$ cat src/verilog/pin7_pkg.sv
// Package with register map, field layout and timing constants for the pin 7 control block
package pin7_pkg;
    localparam logic [15:0] CTRL_OFFSET = 16'h403e;
    localparam logic [15:0] OUT_LEVEL_OFFSET = 16'h4100;
    localparam logic [15:0] IRQ_STATUS_OFFSET = 16'h4101;
    localparam logic [15:0] IRQ_MASK_OFFSET = 16'h4102;
    localparam logic [15:0] PIN_STATE_OFFSET = 16'h4103;
    localparam int DIR_BIT = 15;
    localparam int PULL_HI = 14;
    localparam int PULL_LO = 13;
    localparam int EDGE_MODE_BIT = 12;
    localparam int SUPPLY_BIT = 11;
    localparam int POL_BIT = 10;
    localparam int OD_BIT = 9;
    localparam int ENABLE_BIT = 7;
    localparam int FN_HI = 3;
    localparam int FN_LO = 0;
    // Bits 8 and 6:4 are reserved and read as zero
    localparam logic [15:0] CTRL_WRITE_MASK = 16'hfe8f;
    localparam logic [15:0] CTRL_RESET = 16'ha400;
    localparam logic [1:0] PULL_NONE = 2'h0;
    localparam logic [1:0] PULL_DOWN = 2'h1;
    localparam logic [1:0] PULL_UP = 2'h2;
    localparam int IRQ_EDGE_BIT = 0;
    localparam int IRQ_WIDTH = 1;
    // Function codes, input direction
    localparam logic [3:0] FN_IN_LONG = 4'h0;
    localparam logic [3:0] FN_IN_NORMAL = 4'h1;
    localparam logic [3:0] FN_IN_ONOFF = 4'h2;
    localparam logic [3:0] FN_IN_SLEEPWAKE = 4'h3;
    localparam logic [3:0] FN_IN_SLEEPWAKE_LONG = 4'h4;
    localparam logic [3:0] FN_IN_SLEEP = 4'h5;
    localparam logic [3:0] FN_IN_POWERON = 4'h6;
    localparam logic [3:0] FN_IN_WDOG = 4'h7;
    localparam logic [3:0] FN_IN_VSA = 4'h8;
    localparam logic [3:0] FN_IN_VSB = 4'h9;
    localparam logic [3:0] FN_IN_HWEN1 = 4'ha;
    localparam logic [3:0] FN_IN_HWEN2 = 4'hb;
    localparam logic [3:0] FN_IN_HWCTL1 = 4'hc;
    localparam logic [3:0] FN_IN_HWCTL2 = 4'hd;
    localparam logic [3:0] FN_IN_HWCTL1_LONG = 4'he;
    localparam logic [3:0] FN_IN_HWCTL2_LONG = 4'hf;
    // Function codes, output direction
    localparam logic [3:0] FN_OUT_LEVEL = 4'h0;
    localparam logic [3:0] FN_OUT_OSC = 4'h1;
    localparam logic [3:0] FN_OUT_ON = 4'h2;
    localparam logic [3:0] FN_OUT_SLEEP = 4'h3;
    localparam logic [3:0] FN_OUT_PSC = 4'h4;
    localparam logic [3:0] FN_OUT_VSA_DONE = 4'h8;
    localparam logic [3:0] FN_OUT_VSB_DONE = 4'h9;
    localparam logic [3:0] FN_OUT_EXTEN1 = 4'ha;
    localparam logic [3:0] FN_OUT_EXTEN2 = 4'hb;
    localparam logic [3:0] FN_OUT_SYSTEM_SUPPLY_GOOD = 4'hc;
    localparam logic [3:0] FN_OUT_PGOOD = 4'hd;
    localparam logic [3:0] FN_OUT_PWRCLK = 4'he;
    localparam logic [3:0] FN_OUT_AUXRST = 4'hf;
    // De-bounce times
    localparam int CLK_MHZ = 200;
    localparam int DEB_NORMAL_US = 1;
    localparam int DEB_LONG_US = 100;
    localparam int DEB_NORMAL_CYCLES = DEB_NORMAL_US * CLK_MHZ;
    localparam int DEB_LONG_CYCLES = DEB_LONG_US * CLK_MHZ;
endpackage : pin7_pkg
$ cat src/verilog/pin7_control.sv
// Control register, pin driver and function routing for general-purpose pin 7
// Notes on behaviour
// Bit 15 direction, 1 input, reset input
// Bits 14:13 pull: none, down, up
// Mode 0: single edge chosen by polarity
// Mode 1: interrupt on both edges
// Bit 11 selects interface or always-on supply
// Polarity 0 inverts pin both ways
// Polarity 1 non-inverted, reset value
// Bit 9 open-drain drives low only
// Enable 0 tri-states pin, reset 0
// Input codes 0/1: long/normal filtered level
// Codes 2,3,4: on/off, sleep/wake requests
// Codes 5,6,7: sleep, power-on, watchdog
// Codes 8-11: voltage scale, hardware enables
// Codes 12-15: hardware controls, long variants
// Output 0-3: level, oscillator, ON, SLEEP
// Output 4 state change; 5-7 reserved
// Output 8-11: scale done, external enables
// Output 12/13: supply good, power good
// Output 14/15: power clock, auxiliary reset
//
// The plain strobed port was decided locally.
module pin7_control
    import pin7_pkg::*;
#(
    parameter int DEB_LONG = DEB_LONG_CYCLES,
    parameter int DEB_NORMAL = DEB_NORMAL_CYCLES
) (
    input wire logic sys_clk_in,
    input wire logic resetn_in,
    input wire logic [15:0] addr_in,
    input wire logic [15:0] wdata_in,
    input wire logic write_in,
    input wire logic read_in,
    output logic [15:0] rdata_out,
    output logic irq_out,
    input wire logic pin_in,
    output logic pin_out,
    output logic pin_oe_out,
    output logic pull_up_out,
    output logic pull_down_out,
    output logic supply_select_out,
    input wire logic osc_32k_in,
    input wire logic on_state_in,
    input wire logic sleep_state_in,
    input wire logic state_change_in,
    input wire logic vsa_done_in,
    input wire logic vsb_done_in,
    input wire logic ext_enable1_in,
    input wire logic ext_enable2_in,
    input wire logic system_supply_good_in,
    input wire logic converter_power_good_in,
    input wire logic power_clk_2m_in,
    input wire logic aux_reset_in,
    output logic level_out,
    output logic onoff_req_out,
    output logic sleepwake_req_out,
    output logic sleep_req_out,
    output logic poweron_req_out,
    output logic wdog_reset_out,
    output logic voltage_scale_select_a_out,
    output logic voltage_scale_select_b_out,
    output logic hw_enable1_out,
    output logic hw_enable2_out,
    output logic hw_control1_out,
    output logic hw_control2_out
);
    timeunit 1ns;
    timeprecision 100ps;

    localparam int CW = $clog2(DEB_LONG + 1);

    logic [15:0] ctrl_reg;
    logic out_level_reg;
    logic [IRQ_WIDTH-1:0] irq_status_reg;
    logic [IRQ_WIDTH-1:0] irq_mask_reg;
    logic [2:0] sync_reg;
    logic stable_reg;
    logic [CW-1:0] deb_cnt_reg;
    logic deb_reg;
    logic deb_prev_reg;
    logic [15:0] rdata_next;
    logic pin_dir_in;
    logic [1:0] pull_sel;
    logic [3:0] fn;
    logic long_filter;
    logic [CW-1:0] deb_limit;
    logic logic_level;
    logic edge_event;
    logic src_level;
    logic drive_level;
    logic deb_rise;
    logic deb_fall;
    logic fn_active;
    logic sel_level;
    logic sel_onoff;
    logic sel_sleepwake;
    logic sel_sleep;
    logic sel_poweron;
    logic sel_wdog;
    logic sel_vsa;
    logic sel_vsb;
    logic sel_hwen1;
    logic sel_hwen2;
    logic sel_hwctl1;
    logic sel_hwctl2;

    assign pin_dir_in = ctrl_reg[DIR_BIT];
    assign pull_sel = ctrl_reg[PULL_HI:PULL_LO];
    assign fn = ctrl_reg[FN_HI:FN_LO];

    // Register writes
    always_ff @(posedge sys_clk_in) begin
        if (!resetn_in) begin
            ctrl_reg <= CTRL_RESET;
            out_level_reg <= 1'b0;
            irq_mask_reg <= '0;
        end else if (write_in) begin
            if (addr_in == CTRL_OFFSET) begin
                ctrl_reg <= wdata_in & CTRL_WRITE_MASK;
            end
            if (addr_in == OUT_LEVEL_OFFSET) begin
                out_level_reg <= wdata_in[0];
            end
            if (addr_in == IRQ_MASK_OFFSET) begin
                irq_mask_reg <= wdata_in[IRQ_WIDTH-1:0];
            end
        end
    end

    // Three-stage synchroniser; a change counts once stages two and three agree
    always_ff @(posedge sys_clk_in) begin
        if (!resetn_in) begin
            sync_reg <= 3'h0;
            stable_reg <= 1'b0;
        end else begin
            sync_reg <= {sync_reg[1:0], pin_in};
            if (sync_reg[1] == sync_reg[2]) begin
                stable_reg <= sync_reg[2];
            end
        end
    end

    // Long filter for codes 0, 4, 14 and 15
    always_comb begin
        long_filter = (fn == FN_IN_LONG) || (fn == FN_IN_SLEEPWAKE_LONG) ||
                      (fn == FN_IN_HWCTL1_LONG) || (fn == FN_IN_HWCTL2_LONG);
        deb_limit = long_filter ? CW'(DEB_LONG) : CW'(DEB_NORMAL);
    end

    // De-bounce: the level must hold for the whole filter time before it is taken
    always_ff @(posedge sys_clk_in) begin
        if (!resetn_in) begin
            deb_cnt_reg <= '0;
            deb_reg <= 1'b0;
        end else if (stable_reg == deb_reg) begin
            deb_cnt_reg <= '0;
        end else if (deb_cnt_reg >= deb_limit - CW'(1)) begin
            deb_cnt_reg <= '0;
            deb_reg <= stable_reg;
        end else begin
            deb_cnt_reg <= deb_cnt_reg + CW'(1);
        end
    end

    // Polarity applied on the way in
    assign logic_level = ctrl_reg[POL_BIT] ? deb_reg : ~deb_reg;

    // Edges are seen on the raw filtered pin so polarity picks the edge
    assign deb_rise = deb_reg & ~deb_prev_reg;
    assign deb_fall = ~deb_reg & deb_prev_reg;

    always_comb begin
        if (ctrl_reg[EDGE_MODE_BIT]) begin
            edge_event = deb_rise | deb_fall;
        end else if (ctrl_reg[POL_BIT]) begin
            edge_event = deb_rise;
        end else begin
            edge_event = deb_fall;
        end
    end

    // Sticky status; a new edge wins over a clear in the same cycle
    always_ff @(posedge sys_clk_in) begin
        if (!resetn_in) begin
            deb_prev_reg <= 1'b0;
            irq_status_reg <= '0;
        end else begin
            deb_prev_reg <= deb_reg;
            for (int i = 0; i < IRQ_WIDTH; i++) begin
                if (i == IRQ_EDGE_BIT && edge_event && pin_dir_in && ctrl_reg[ENABLE_BIT]) begin
                    irq_status_reg[i] <= 1'b1;
                end else if (write_in && addr_in == IRQ_STATUS_OFFSET && wdata_in[i]) begin
                    irq_status_reg[i] <= 1'b0;
                end
            end
        end
    end

    assign irq_out = |(irq_status_reg & irq_mask_reg);

    // Input function decode; all sixteen codes are defined, so no default
    // Long variants differ only in filter time, which is chosen above
    always_comb begin
        sel_level = 1'b0;
        sel_onoff = 1'b0;
        sel_sleepwake = 1'b0;
        sel_sleep = 1'b0;
        sel_poweron = 1'b0;
        sel_wdog = 1'b0;
        sel_vsa = 1'b0;
        sel_vsb = 1'b0;
        sel_hwen1 = 1'b0;
        sel_hwen2 = 1'b0;
        sel_hwctl1 = 1'b0;
        sel_hwctl2 = 1'b0;
        unique case (fn)
            FN_IN_LONG: sel_level = 1'b1;
            FN_IN_NORMAL: sel_level = 1'b1;
            FN_IN_ONOFF: sel_onoff = 1'b1;
            FN_IN_SLEEPWAKE: sel_sleepwake = 1'b1;
            FN_IN_SLEEPWAKE_LONG: sel_sleepwake = 1'b1;
            FN_IN_SLEEP: sel_sleep = 1'b1;
            FN_IN_POWERON: sel_poweron = 1'b1;
            FN_IN_WDOG: sel_wdog = 1'b1;
            FN_IN_VSA: sel_vsa = 1'b1;
            FN_IN_VSB: sel_vsb = 1'b1;
            FN_IN_HWEN1: sel_hwen1 = 1'b1;
            FN_IN_HWEN2: sel_hwen2 = 1'b1;
            FN_IN_HWCTL1: sel_hwctl1 = 1'b1;
            FN_IN_HWCTL2: sel_hwctl2 = 1'b1;
            FN_IN_HWCTL1_LONG: sel_hwctl1 = 1'b1;
            FN_IN_HWCTL2_LONG: sel_hwctl2 = 1'b1;
        endcase
    end

    // Requests only pass while the pin is an enabled input
    assign fn_active = logic_level & pin_dir_in & ctrl_reg[ENABLE_BIT];

    // Input function routing, registered outputs
    always_ff @(posedge sys_clk_in) begin
        if (!resetn_in) begin
            level_out <= 1'b0;
            onoff_req_out <= 1'b0;
            sleepwake_req_out <= 1'b0;
            sleep_req_out <= 1'b0;
            poweron_req_out <= 1'b0;
            wdog_reset_out <= 1'b0;
            voltage_scale_select_a_out <= 1'b0;
            voltage_scale_select_b_out <= 1'b0;
            hw_enable1_out <= 1'b0;
            hw_enable2_out <= 1'b0;
            hw_control1_out <= 1'b0;
            hw_control2_out <= 1'b0;
        end else begin
            level_out <= fn_active & sel_level;
            onoff_req_out <= fn_active & sel_onoff;
            sleepwake_req_out <= fn_active & sel_sleepwake;
            sleep_req_out <= fn_active & sel_sleep;
            poweron_req_out <= fn_active & sel_poweron;
            wdog_reset_out <= fn_active & sel_wdog;
            voltage_scale_select_a_out <= fn_active & sel_vsa;
            voltage_scale_select_b_out <= fn_active & sel_vsb;
            hw_enable1_out <= fn_active & sel_hwen1;
            hw_enable2_out <= fn_active & sel_hwen2;
            hw_control1_out <= fn_active & sel_hwctl1;
            hw_control2_out <= fn_active & sel_hwctl2;
        end
    end

    // Output source selection; reserved codes drive the inactive level
    always_comb begin
        unique case (fn)
            FN_OUT_LEVEL: src_level = out_level_reg;
            FN_OUT_OSC: src_level = osc_32k_in;
            FN_OUT_ON: src_level = on_state_in;
            FN_OUT_SLEEP: src_level = sleep_state_in;
            FN_OUT_PSC: src_level = state_change_in;
            FN_OUT_VSA_DONE: src_level = vsa_done_in;
            FN_OUT_VSB_DONE: src_level = vsb_done_in;
            FN_OUT_EXTEN1: src_level = ext_enable1_in;
            FN_OUT_EXTEN2: src_level = ext_enable2_in;
            FN_OUT_SYSTEM_SUPPLY_GOOD: src_level = system_supply_good_in;
            FN_OUT_PGOOD: src_level = converter_power_good_in;
            FN_OUT_PWRCLK: src_level = power_clk_2m_in;
            FN_OUT_AUXRST: src_level = aux_reset_in;
            default: src_level = 1'b0;
        endcase
        drive_level = ctrl_reg[POL_BIT] ? src_level : ~src_level;
    end

    // Pin driver registered so the pad sees no decode glitches
    always_ff @(posedge sys_clk_in) begin
        if (!resetn_in) begin
            pin_out <= 1'b0;
            pin_oe_out <= 1'b0;
        end else if (!ctrl_reg[ENABLE_BIT] || pin_dir_in) begin
            pin_out <= 1'b0;
            pin_oe_out <= 1'b0;
        end else if (ctrl_reg[OD_BIT]) begin
            pin_out <= 1'b0;
            pin_oe_out <= ~drive_level;
        end else begin
            pin_out <= drive_level;
            pin_oe_out <= 1'b1;
        end
    end

    // Pad controls; pulls are released while tri-stated by the enable
    always_ff @(posedge sys_clk_in) begin
        if (!resetn_in) begin
            pull_up_out <= 1'b0;
            pull_down_out <= 1'b0;
            supply_select_out <= 1'b0;
        end else begin
            pull_up_out <= ctrl_reg[ENABLE_BIT] && pull_sel == PULL_UP;
            pull_down_out <= ctrl_reg[ENABLE_BIT] && pull_sel == PULL_DOWN;
            supply_select_out <= ctrl_reg[SUPPLY_BIT];
        end
    end

    // Read port: data valid the cycle after the strobe, unmapped reads zero
    always_comb begin
        rdata_next = 16'h0000;
        unique case (addr_in)
            CTRL_OFFSET: rdata_next = ctrl_reg;
            OUT_LEVEL_OFFSET: rdata_next = {15'h0000, out_level_reg};
            IRQ_STATUS_OFFSET: rdata_next = {{(16-IRQ_WIDTH){1'b0}}, irq_status_reg};
            IRQ_MASK_OFFSET: rdata_next = {{(16-IRQ_WIDTH){1'b0}}, irq_mask_reg};
            PIN_STATE_OFFSET: rdata_next = {14'h0000, logic_level, deb_reg};
            default: rdata_next = 16'h0000;
        endcase
    end

    always_ff @(posedge sys_clk_in) begin
        if (!resetn_in) begin
            rdata_out <= 16'h0000;
        end else if (read_in) begin
            rdata_out <= rdata_next;
        end else begin
            rdata_out <= 16'h0000;
        end
    end
endmodule : pin7_control

$ cat config.mk
export PLATFORM = sky130hd
export DESIGN_NAME = pin7_control
export DESIGN_NICKNAME = d
export VERILOG_FILES = /design/src/verilog/pin7_pkg.sv /design/src/verilog/pin7_control.sv
export SDC_FILE = /design/constraint.sdc
export NUM_CORES = 1
export LEC_CHECK = 0
export ABC_AREA = 1
export BUFFER_PORTS_ARGS = -buffer_cell sky130_fd_sc_hd__buf_4
export CAP_MARGIN = 20
export CORE_ASPECT_RATIO = 1.1
export CORE_UTILIZATION = 52
export DETAILED_ROUTE_END_ITERATION = 6
export GPL_TIMING_DRIVEN = 0
export PLACE_DENSITY = 0.8
export SLEW_MARGIN = 20
export SYNTH_ARGS = -nofsm -noshare
export SYNTH_HDL_FRONTEND = slang
export SYNTH_SLANG_ARGS = --single-unit
export TNS_END_PERCENT = 100
$ cat constraint.sdc
create_clock -name sys_clk_in -period 2.55 [get_ports sys_clk_in]
set_input_delay 0.255 -clock sys_clk_in [delete_from_list [all_inputs] [get_ports sys_clk_in]]
set_output_delay 0.255 -clock sys_clk_in [all_outputs]
set_load 0.02 [all_outputs]
[After elaboration in Yosys (flattened, before gate mapping)]
Index checks and enable logic that the tools add are counted.
Widths: inputs -> output; s select.
Word-level totals
  register bits: 69
  logic and storage cells: 125
  input bits: 49
  output and inout port bits: 34
Cells by class
  $add $sub $neg: 2
  multiplexer cells: 22
  equal/unequal tests: 24
  bitwise logic cells: 24
  reductions and logical operators: 25
  order comparisons: 1
Operators with widths (count)
  $eq 16x15->1 const B: 5
  $pmux 16 s5: 1
  $eq 4x4->1 const B: 8
  $mux 1: 19
  $and 1x1->1: 17
  $eq 4x3->1 const B: 4
  $add 15x1->15 const B: 1
  $ge 15x15->1: 1
  $mux 15: 1
  $sub 15x1->15 const B: 1
  $pmux 1 s13: 1
  $reduce_and 2->1: 5
  $reduce_or 2->1: 5
  $eq 4x2->1 const B: 2
  $logic_and 1x1->1: 6
  $not 1->1: 6
  $reduce_or 3->1: 2
  $eq 4x1->1 const B: 1
  $logic_not 4->1: 1
  $logic_or 1x1->1: 4
  $eq 1x1->1: 2
  $eq 2x1->1 const B: 1
  $eq 2x2->1 const B: 1
  $reduce_bool 2->1: 1
  2 further kinds: 2

[Logic depth before layout (Yosys ltp)]
Gate-level depths: netlist (run 1).
  depth after elaboration: 8
  mapped depth: 15
  gate-level depth less buffers: 14

[Worst setup path after synthesis (run 1)]
OpenSTA, ideal clock, no wires.
  path type: reg-to-reg
  start point: register ctrl_reg[2]
  end point: register deb_cnt_reg[6]
  stages on the path, launching flop included: 14
  arrival: 2.122 ns
  slack: 0.359 ns
  buffers on the path: 2
  library setup time: 0.070 ns
  data required time: 2.480 ns
  clock period less this slack: 2.191 ns
  path through: dfxtp_1 buf_2 nand2_1 inv_1 o22ai_1 inv_1 ha_1 or2_0 nand2_1 nand2_1 nand2_1 nand4_2 buf_4 a21oi_1
On the way
  longest elaborated chain between the ends: 8
  elaborated cells between the ends (all ways): 11
Ends and longest elaborated chain
  start, declared: RTL line pin7_control.sv:74  | logic [15:0] ctrl_reg;
  start signal, assigned: RTL line pin7_control.sv:121  | ctrl_reg <= wdata_in & CTRL_WRITE_MASK;
  $eq 4x3->1 / $logic_not 4->1 (equally long branches): RTL line pin7_control.sv:147  | long_filter = (fn == FN_IN_LONG) || (fn == FN_IN_SLEEPWAKE_LONG) ||
  $logic_or 1x1->1 (2 in series): RTL line pin7_control.sv:147
  $logic_or 1x1->1 *: RTL line pin7_control.sv:148  | (fn == FN_IN_HWCTL1_LONG) || (fn == FN_IN_HWCTL2_LONG);
  $mux 15 *: RTL line pin7_control.sv:149  | deb_limit = long_filter ? CW'(DEB_LONG) : CW'(DEB_NORMAL);
  $sub 15x1->15 *: RTL line pin7_control.sv:159  | end else if (deb_cnt_reg >= deb_limit - CW'(1)) begin
  $ge 15x15->1 *: RTL line pin7_control.sv:159
  $reduce_or 3->1 (no line) *
  end signal, assigned: RTL line pin7_control.sv:163  | deb_cnt_reg <= deb_cnt_reg + CW'(1);
  end, declared: RTL line pin7_control.sv:80  | logic [CW-1:0] deb_cnt_reg;
Every way passes the cells marked *; elsewhere a longest branch is shown, timed or not.
A chain may end at the register's enable or synchronous reset.

[Worst setup path in the final report (run 1)]
Same ends and word-level chain as after synthesis.

==> summary.md, run 1 <==
| Metric | Value |
|---|---|
| Status | `finished, final reports clean` |
| Total Routing Usage GR | `24.6%` |
| PwrDens | `520 mW/mm^2` |
| Max reg flops | `15` |
| FILL cells | `475` |
| Arr. time, crit path | `2580 ps` |
| Startpoint Class | `flop` |
| Post-route minimum period | `2310 ps` |
| Die span in y | `83.0 um` |
| Post-synth ARST share | `0%` |
| Skew final | `11.5 ps` |
| Final cell count without fillers | `579` |
| 1st-iter DRT viols | `182` |
| Antenna violations before repair | `0` |
| Seq/Total Area, Yosys | `42.0%` |
| DP HPWL | `5330 um` |
| WL/cell | `12.3 um` |
| Slew Limit Fails | `0` |
| Worst setup EP type | `flop` |
| H-tree depth | `3` |
| First-pass GRT wire length | `11800 um` |
| Post-route clock period utilization | `90.7%` |
| Routability cong. | `0.889` |
| Synthesis-stage register bit count | `65` |
| Leak | `1.83 nW` |
| Placed cells | `561` |
| Post-synth EDFFs | `0` |
| Worst R2R Setup Slack | `240 ps` |
| Drt pass-1 iters | `4` |
| Ys Warns | `0` |
| Clock Latency Late Sink | `340 ps` |
| Hold path depth | `3` |
| Clock buffer depth | `2` |
| Die area | `0.00627 sq mm` |
| Site Rows | `29` |
| CTS Root Cell | `clkbuf_8` |
| CP Max Fanout | `10` |
| Most frequent cells in the layout | `82 x buf_4, 65 x dfxtp_1, 60 x nand2_1` |
| Largest net degree at the start of global routing | `11` |
| Drt drc | `0` |
| CTS clk-pin slew, worst paths | `60 ps` |
| Global route overflow | `0` |
| Die X-Extent | `75.6 um` |
| Peak supply drop | `0.000321 V` |
| Initial Utilization | `53.7%` |
| # nets final | `557` |
| Worst reg2reg path endpoint | `deb_cnt_reg[6]` |
| Num CTS Buffers | `9` |
| Final core occ | `69.6%` |
| Hold Crit Endpoint | `sync_reg[0]` |
| Routed vias/inst | `5.21` |
| Cell Area, Synth | `0.00310 sq mm` |
| Cell count after synthesis | `408` |
| Vias | `3015` |
| Main synth FF type | `dfxtp_1` |
| F_max | `0.433 GHz` |
| Proportion of layout cells with a drive suffix above 1 | `25.7%` |
| IO Pins | `83` |
| Clock sinks | `65` |
| DP Area | `0.00375 sq mm` |
| Hold crit path type | `input pin to flop` |
| Number of port buffers | `73` |
| Hold Crit Start | `pin_in` |
| Setup crit start | `ctrl_reg[2]` |
| Vias in the first global route | `2832` |
| Worst EP required | `2820 ps` |
| Crit Path Class | `flop to flop` |
| Cells on worst reg2reg path | `13` |
| Antenna fix cells | `0` |
| Core area | `0.00577 sq mm` |
| Final setup fails | `0` |
| Most common cell after layout, fill and taps aside | `buf_4` |
| P&R area growth vs syn | `29.6%` |
| Final wirelength | `7100 um` |
| Design Area, Final | `0.00401 sq mm` |
| # Max-Cap Violations | `0` |
| Final hold violations | `0` |
| R2r startpoint | `ctrl_reg[2]` |
| Netlist cell types | `36` |
| TritonCTS clock tree | `yes` |
| Final ANT Viol Nets | `0` |
| Hold bufs inserted after CTS | `0` |
| Mean Syn Cell Area | `7.59 sq um` |
cell type report:
type	count	area, sq um	share of cell area [%]
sequential	65	1300	32.4
timing repair buffer	75	563	14.0
buffer	13	87.6	2.18
tap	77	96.3	2.40
multi-input combinational	274	1520	37.9
clock buffer	14	163	4.05
inverter	59	221	5.52
clock inverter	2	60.1	1.50
worst max-delay path by stage:
stage                            to  slack [ps]  cells past startpoint
detailed placement   deb_cnt_reg[6]        -110                     13
finish               deb_cnt_reg[6]         240                     13
floorplan            deb_cnt_reg[6]         360                     13
global placement     deb_cnt_reg[6]         -50                     13
global route        deb_cnt_reg[13]         -10                     13
CTS                  deb_cnt_reg[6]         110                     13
cell families after synthesis:
kind of cell	Yosys count	synth area share [%]
AO/OA/AOI/OAI	47	8.40
XOR/XNOR	7	1.98
adder cells (fa/ha/maj)	11	4.44
buffers and inverters	72	9.98
flip-flops	65	42.0
other	1	0.121
AND/OR/NAND/NOR	205	33.1
Yosys cell counts, drive strengths merged, types with 2 or more instances:
cell | n | area (sq um)
dfxtp | 65 | 1300
a21oi | 24 | 128
buf | 12 | 83.8
xor2 | 5 | 43.8
nand4 | 18 | 125
nand2 | 64 | 255
or2 | 2 | 12.5
nand3 | 38 | 228
ha | 11 | 138
nor3 | 27 | 146
inv | 59 | 221
o21ai | 16 | 80.1
nor2 | 50 | 220
xnor2 | 2 | 17.5
o211ai | 3 | 22.5
nor4 | 6 | 37.5
worst max-delay path, cell delays in order (launching register included):
cell and delay, ps:
dfxtp_1 290, buf_2 150, nand2_1 120, inv_1 110, o22ai_4 240, inv_1 100
ha_1 310, or2_0 200, nand2_1 70, nand2_1 50, nand2_1 110, nand4_4 150
buf_4 220, a21oi_1 120
per-stage QoR:
step                hold WS [ps]  setup WS (ps)  power (mW)  setup TNS, ps
detailed placement           412           -107        1.14           -778
global placement             393          -51.4        1.14           -311
finish                      97.0            238        2.09              0
global route                95.8          -11.6        2.17          -11.6
floorplan                    353            359        1.08              0
CTS                         87.3            110        2.10              0
where the power goes:
| group | switching [mW] | internal, mW | leakage [nW] | total [mW] |
|---|---|---|---|---|
| clock | 0.361 | 0.605 | 0.111 | 0.967 |
| combinational | 0.0499 | 0.0541 | 1.19 | 0.104 |
| sequential | 0.000828 | 1.02 | 0.524 | 1.02 |
| total | 0.412 | 1.68 | 1.83 | 2.09 |
repair_timing:
item | 4_1_cts | 5_1_grt
pin swaps | 0 | 1
resized for setup | 1 | 2
endpoints found under the setup margin | 10 | 10
buffers inserted | 0 | 2
metal layers:
metal	up-vias	part of all wire, %	global-route usage (%)
met2	107	49	38.5
li1	1514	-	-
met1	1375	43	30.4
met4	0	2.3	11.3
met5	-	0	0
met3	19	5.8	7.28
Note: power is estimated with default switching activity, not from simulation.
==> run 2: changes to the inputs <==
--- a/config.mk
+++ b/config.mk
@@ -5,11 +5,11 @@
 export SDC_FILE = /design/constraint.sdc
 export NUM_CORES = 1
 export LEC_CHECK = 0
-export ABC_AREA = 1
+export ABC_AREA = 0
 export BUFFER_PORTS_ARGS = -buffer_cell sky130_fd_sc_hd__buf_4
 export CAP_MARGIN = 20
 export CORE_ASPECT_RATIO = 1.1
-export CORE_UTILIZATION = 52
+export CORE_UTILIZATION = 51
 export DETAILED_ROUTE_END_ITERATION = 6
 export GPL_TIMING_DRIVEN = 0
 export PLACE_DENSITY = 0.8
==> run 2 against run 1 <==
Effect of this change: critical path depth shrank 3; area after synthesis down 9.3%; flip-flop and latch count is the same; largest power group unchanged.
==> summary.md, run 2 <==
| Metric | Value |
|---|---|
| Status | `finished, final reports clean` |
| F_max | `0.409 GHz` |
| Most common cell after layout, fill and taps aside | `buf_4` |
| Ranking of synthesized cells by area | `dfxtp_1 46%, nor2_1 5.2%, ha_1 4.9%, nand2_1 4.0%, and2_1 3.6%` |
| Yosys top cell by area | `dfxtp_1` |
| Die span in y | `79.8 um` |
| Post-route minimum period | `2450 ps` |
| Simple-Gate Fraction of Synth Area | `26.1%` |
| Synthesis-stage register bit count | `65` |
| 1st-iter DRT viols | `119` |
| Final core occ | `72.4%` |
| Final setup fails | `0` |
| Post-synthesis xor/xnor area fraction | `4.68%` |
| Ys Warns | `0` |
| Skew final | `5.58 ps` |
| Post-synthesis adder-cell area fraction | `4.90%` |
| Clock power share | `40.1%` |
| Final wirelength | `6640 um` |
| Drt drc | `0` |
| Commonest cells in the synthesized netlist | `65 x dfxtp_1, 39 x nor2_1, 30 x nand2_1` |
| Post-synth EDFFs | `0` |
| Crit path max-delay cell type | `dfxtp_4` |
| PwrDens | `492 mW/mm^2` |
| Arr. time, crit path | `2710 ps` |
| Main synth FF type | `dfxtp_1` |
| Cell family with most CP delay | `compound AO/OA/AOI/OAI gates` |
| Wl on met1 | `2740 um` |
| Main combinational cell family by area after synthesis | `simple AND/OR/NAND/NOR gates` |
| Combinational group share of total power | `4.8%` |
| CP Max Fanout | `10` |
| Final hold slack | `124 ps` |
| Worst setup EP type | `flop` |
| Number of port buffers | `74` |
| # nets final | `462` |
| DP HPWL | `4750 um` |
| Die X-Extent | `72.8 um` |
| Clock Latency Late Sink | `340 ps` |
| Antenna violations before repair | `0` |
| Global route overflow | `0` |
| Most common cell in the netlist | `dfxtp_1` |
| First-pass GRT wire length | `10500 um` |
| Max reg flops | `15` |
| FILL cells | `395` |
| Sequential Power Share | `55.1%` |
| CTS clk-pin slew, worst paths | `70 ps` |
| Post-synth ARST share | `0%` |
| Vias in the first global route | `2355` |
| Worst-Margin Slew | `582 ps` |
| WL/cell | `13.9 um` |
| Mux cell area share after synthesis | `4.10%` |
| Routed vias/inst | `5.33` |
| Net Switching | `0.429 mW` |
| Met2 wire length | `3330 um` |
| Most frequent cells in the layout | `83 x buf_4, 61 x dfxtp_1, 39 x nor2_1` |
| Worst EP required | `2820 ps` |
| Die area | `0.00581 sq mm` |
| Hold bufs inserted after CTS | `0` |
| CP cell instances | `clkbuf_8 -> o31ai_4 -> inv_2 -> ha_1 -> a211oi_2 -> nor2b_1 -> o311ai_2 -> nand4_1 -> buf_6 -> nor2_1` |
| IO Pins | `83` |
| Slew margin rel. | `61.1%` |
| Core area | `0.00517 sq mm` |
| Cell Area, Synth | `0.00281 sq mm` |
| Mean Syn Cell Area | `9.09 sq um` |
| Synth Area in Compound Gates | `9.67%` |
| Sw Ratio | `23.3%` |
| Internal | `1.41 mW` |
| Num CTS Buffers | `9` |
| Buf/Inv on CP | `3` |
| Top sig layer | `met4` |
| Antenna fix cells | `0` |
| Clock buffer depth | `2` |
| P&R area growth vs syn | `33.3%` |
| Pre-CTS setup slack | `-658 ps` |
| Total Routing Usage GR | `23.8%` |
| Startpoint Class | `flop` |
| Top cell type's share of synthesized area | `46.3%` |
| Hold crit path type | `input pin to flop` |
| # Max-Cap Violations | `0` |
| Routability cong. | `0.824` |
| Leak | `1.51 nW` |
| Final ANT Viol Nets | `0` |
| Slew Limit Fails | `0` |
| Vias | `2553` |
| Final hold violations | `0` |
| Final worst slack | `104 ps` |
| Worst R2R Setup Slack | `100 ps` |
| Drt pass-1 iters | `4` |
| Site Rows | `27` |
| Crit-path max cell delay | `370 ps` |
| CTS Root Cell | `clkbuf_8` |
| Largest net degree at the start of global routing | `12` |
| Cell count after synthesis | `309` |
| DR WL met3 | `455 um` |
| H-tree depth | `3` |
| TritonCTS clock tree | `yes` |
| Post-route clock period utilization | `95.9%` |
| Crit Path Class | `flop to flop` |
| Netlist cell types | `47` |
| Seq/Total Area, Yosys | `46.3%` |
| Initial Utilization | `54.3%` |
| Clock sinks | `65` |
| Proportion of layout cells with a drive suffix above 1 | `29.2%` |
| Peak supply drop | `0.000320 V` |
## run 2: repair_timing
item,in CTS,in global routing
gates cloned,0,1
pin swaps,3,3
resized for setup,14,11
hold endpoints to repair,0,0
endpoints found under the setup margin,16,16
setup buffers,2,2
## run 2: final timing paths
| kind | from | end | cells after the start |
|---|---|---|---|
| max reg2reg | ctrl_reg[3] | deb_cnt_reg[14] | 10 |
| min | pin_in | sync_reg[0] | 2 |
| min reg2reg | sync_reg[0] | sync_reg[1] | 1 |
| max | ctrl_reg[3] | deb_cnt_reg[14] | 10 |
## run 2: cells by family (layout without fill, tap and decap cells)
logic type | count (synthesis) | after routing
adders and majority gates | 11 | 11
buffers and inverters | 23 | 118
other | 1 | 4
xor gates and xnor gates | 15 | 15
AOI/OAI and AO/OA | 41 | 41
muxes | 9 | 9
and+or+nand+nor | 144 | 144
DFF | 65 | 65
## run 2: routing by layer
metal	vias to the layer above	GRT usage (%)
met2	106	41.6
met4	0	11.6
li1	1257	-
met5	-	0
met1	1179	27.7
met3	11	4.29
## run 2: cell type report
type | count | area (sq um) | share of cell area (%)
clock buffer | 10 | 128 | 3.41
sequential | 65 | 1310 | 35.0
tap | 72 | 90.1 | 2.41
clock inverter | 6 | 35.0 | 0.936
timing repair buffer | 79 | 597 | 15.9
multi-input combinational | 224 | 1440 | 38.4
buffer | 15 | 116 | 3.11
inverter | 8 | 30.0 | 0.802
## run 2: power by group through the flow
stage,clock (mW),combinational [mW],sequential [mW]
after floorplan,0,0.0239,1.04
final,0.739,0.0885,1.02
after global routing,0.794,0.0946,1.01
after global placement,0,0.0864,1.04
after detailed placement,0,0.0872,1.04
after CTS,0.746,0.0881,1.02
## run 2: metrics by stage
step | setup TNS [ps] | cells | cell area (sq um) | total power [mW]
final | 0 | 479 | 3740 | 1.84
after global routing | -570 | 479 | 3740 | 1.90
after CTS | 0 | 476 | 3680 | 1.85
after detailed placement | -8780 | 458 | 3470 | 1.13
after global placement | -6760 | 458 | 3470 | 1.13
after floorplan | 0 | 312 | 2820 | 1.06
==> run 3: changes to the inputs <==
--- a/config.mk
+++ b/config.mk
@@ -13,6 +13,7 @@
 export DETAILED_ROUTE_END_ITERATION = 6
 export GPL_TIMING_DRIVEN = 0
 export PLACE_DENSITY = 0.8
+export REMOVE_ABC_BUFFERS = 1
 export SLEW_MARGIN = 20
 export SYNTH_ARGS = -nofsm -noshare
 export SYNTH_HDL_FRONTEND = slang
==> run 3 against run 2 <==
Effect of this change: sequential share of layout area up 1.2 points; clock power up 26%; first-iteration DRC count down 9.2%; core utilization down 2.3 points; setup slack better by 120 ps; cell count down 4.2%; wire length down 8.7%; flip-flop and latch count unchanged; sequential power about the same; critical path type unchanged; critical endpoint is now deb_cnt_reg[4]; power up 10%.
==> summary.md, run 3 (same netlist as run 2, synthesis figures left out) <==
| Metric | Value |
|---|---|
| Status | `finished, final reports clean` |
| PwrDens | `559 mW/mm^2` |
| Final ANT Viol Nets | `0` |
| Antenna fix cells | `0` |
| CTS clk-pin slew, worst paths | `70 ps` |
| Worst-Margin Slew | `921 ps` |
| Clock sinks | `65` |
| Total power | `2.03 mW` |
| Routed vias/inst | `5.23` |
| Post-route clock period utilization | `91.2%` |
| Vias | `2402` |
| # Max-Cap Violations | `0` |
| Worst EP required | `2820 ps` |
| Most frequent cells in the layout | `75 x buf_4, 61 x dfxtp_1, 39 x nor2_1` |
| R2r startpoint | `ctrl_reg[1]` |
| IO Pins | `83` |
| Startpoint Class | `flop` |
| Number of port buffers | `74` |
| H-tree depth | `3` |
| Final worst slack | `225 ps` |
| Die X-Extent | `72.8 um` |
| Clock buffer depth | `2` |
| Final hold slack | `129 ps` |
| Final wirelength | `6060 um` |
| Global route overflow | `0` |
| Setup crit start | `ctrl_reg[1]` |
| Hold Crit Start | `pin_in` |
| Die area | `0.00581 sq mm` |
| Most common cell after layout, fill and taps aside | `buf_4` |
| Worst R2R Setup Slack | `220 ps` |
| 1st-iter DRT viols | `108` |
| Proportion of layout cells with a drive suffix above 1 | `25.8%` |
| Skew final | `6.64 ps` |
| Antenna violations before repair | `0` |
| Hold path depth | `2` |
| First-pass GRT wire length | `10100 um` |
| Final core occ | `70.2%` |
| Largest net degree at the start of global routing | `16` |
| Initial Utilization | `54.3%` |
| Hold Crit Endpoint | `sync_reg[0]` |
| Vias in the first global route | `2337` |
| Post-route minimum period | `2330 ps` |
| Num CTS Buffers | `9` |
| # nets final | `443` |
| F_max | `0.430 GHz` |
| Clock Latency Late Sink | `340 ps` |
| Slew margin rel. | `38.4%` |
| WL/cell | `13.2 um` |
| Final hold violations | `0` |
| CP Max Fanout | `15` |
| CTS Root Cell | `clkbuf_8` |
| Leak | `1.45 nW` |
| Pre-CTS setup slack | `-629 ps` |
| Max reg flops | `15` |
| Final setup fails | `0` |
| Total Routing Usage GR | `22.8%` |
| Routability cong. | `0.783` |
| Drt drc | `0` |
| Worst reg2reg path endpoint | `deb_cnt_reg[4]` |
| Worst setup EP type | `flop` |
| Peak supply drop | `0.000569 V` |
| Drt pass-1 iters | `4` |
| Slew Limit Fails | `0` |
| Core area | `0.00517 sq mm` |
| Crit Path Class | `flop to flop` |
| TritonCTS clock tree | `yes` |
| Site Rows | `27` |
| Arr. time, crit path | `2600 ps` |
| Die span in y | `79.8 um` |
| RSZ-0062 raised after global routing | `false` |
| P&R area growth vs syn | `29.1%` |
| Cells on worst reg2reg path | `10` |
| DP HPWL | `4330 um` |
| Hold crit path type | `input pin to flop` |
[run 3: changes by cell type in the layout (fill, tap and decap cells not counted), moves of 2 or more]
cell        change
clkbuf_1        -3
buf_6           -5
clkinv_2        -3
buf_4           -8
clkinvlp_4      -2
bufinv_16       +2
[run 3: layout make-up]
type / count / area [sq um]
clock buffers: 12 / 145
multi-input cells: 224 / 1420
clock inverters: 3 / 65.1
repair buffers: 75 / 563
fillers: 426 / 1540
flip-flops and latches: 65 / 1310
well taps: 72 / 90.1
inverters: 8 / 30.0
[run 3: power by group]
part,internal [mW],switching [mW]
Clock,0.571,0.361
Sequential,1.01,0.000915
Combinational,0.0486,0.0314
Total,1.63,0.394
[run 3: stage by stage]
| stage | cells | setup TNS (ps) | area (sq um) |
|---|---|---|---|
| 2_1_floorplan | 297 | 0 | 2740 |
| 3_3_place_gp | 443 | -8270 | 3380 |
| 3_5_place_dp | 443 | -9090 | 3380 |
| 4_1_cts | 459 | 0 | 3620 |
| 5_1_grt | 459 | 0 | 3630 |
| 6_report | 459 | 0 | 3630 |
[run 3: worst max-delay path: stages (launching register included)]
cell and delay, ps:
dfxtp_4 460, nand3_1 170, o31ai_4 120, inv_2 120, ha_1 300, a211oi_1 220, nor2b_1 80, o311ai_2 330
nand4_1 130, buf_4 210, nor2_1 120
[run 3: timing repair]
item | in CTS | in global routing
endpoints found under the setup margin | 16 | 16
buffers inserted | 1 | 0
hold buffers | 0 | 0
pin swaps | 1 | 1
gates resized for setup | 5 | 5
[run 3: routing by layer]
metal,up-vias,part of all wire [%],track usage [%]
met5,-,0,0
met4,0,1.9,9.22
met3,14,6.2,5.93
met2,80,51,41.3
met1,1092,41,25.0
li1,1216,-,-
[run 3: worst max path at each step]
| stage | endpoint | slack [ps] | depth (start not counted) |
|---|---|---|---|
| after CTS | deb_cnt_reg[4] | 2 | 9 |
| after global placement | deb_cnt_reg[12] | -550 | 8 |
| after detailed placement | deb_cnt_reg[4] | -630 | 8 |
| final | deb_cnt_reg[4] | 220 | 10 |
| after global routing | deb_cnt_reg[2] | 10 | 10 |
| after floorplan | deb_cnt_reg[10] | 60 | 8 |
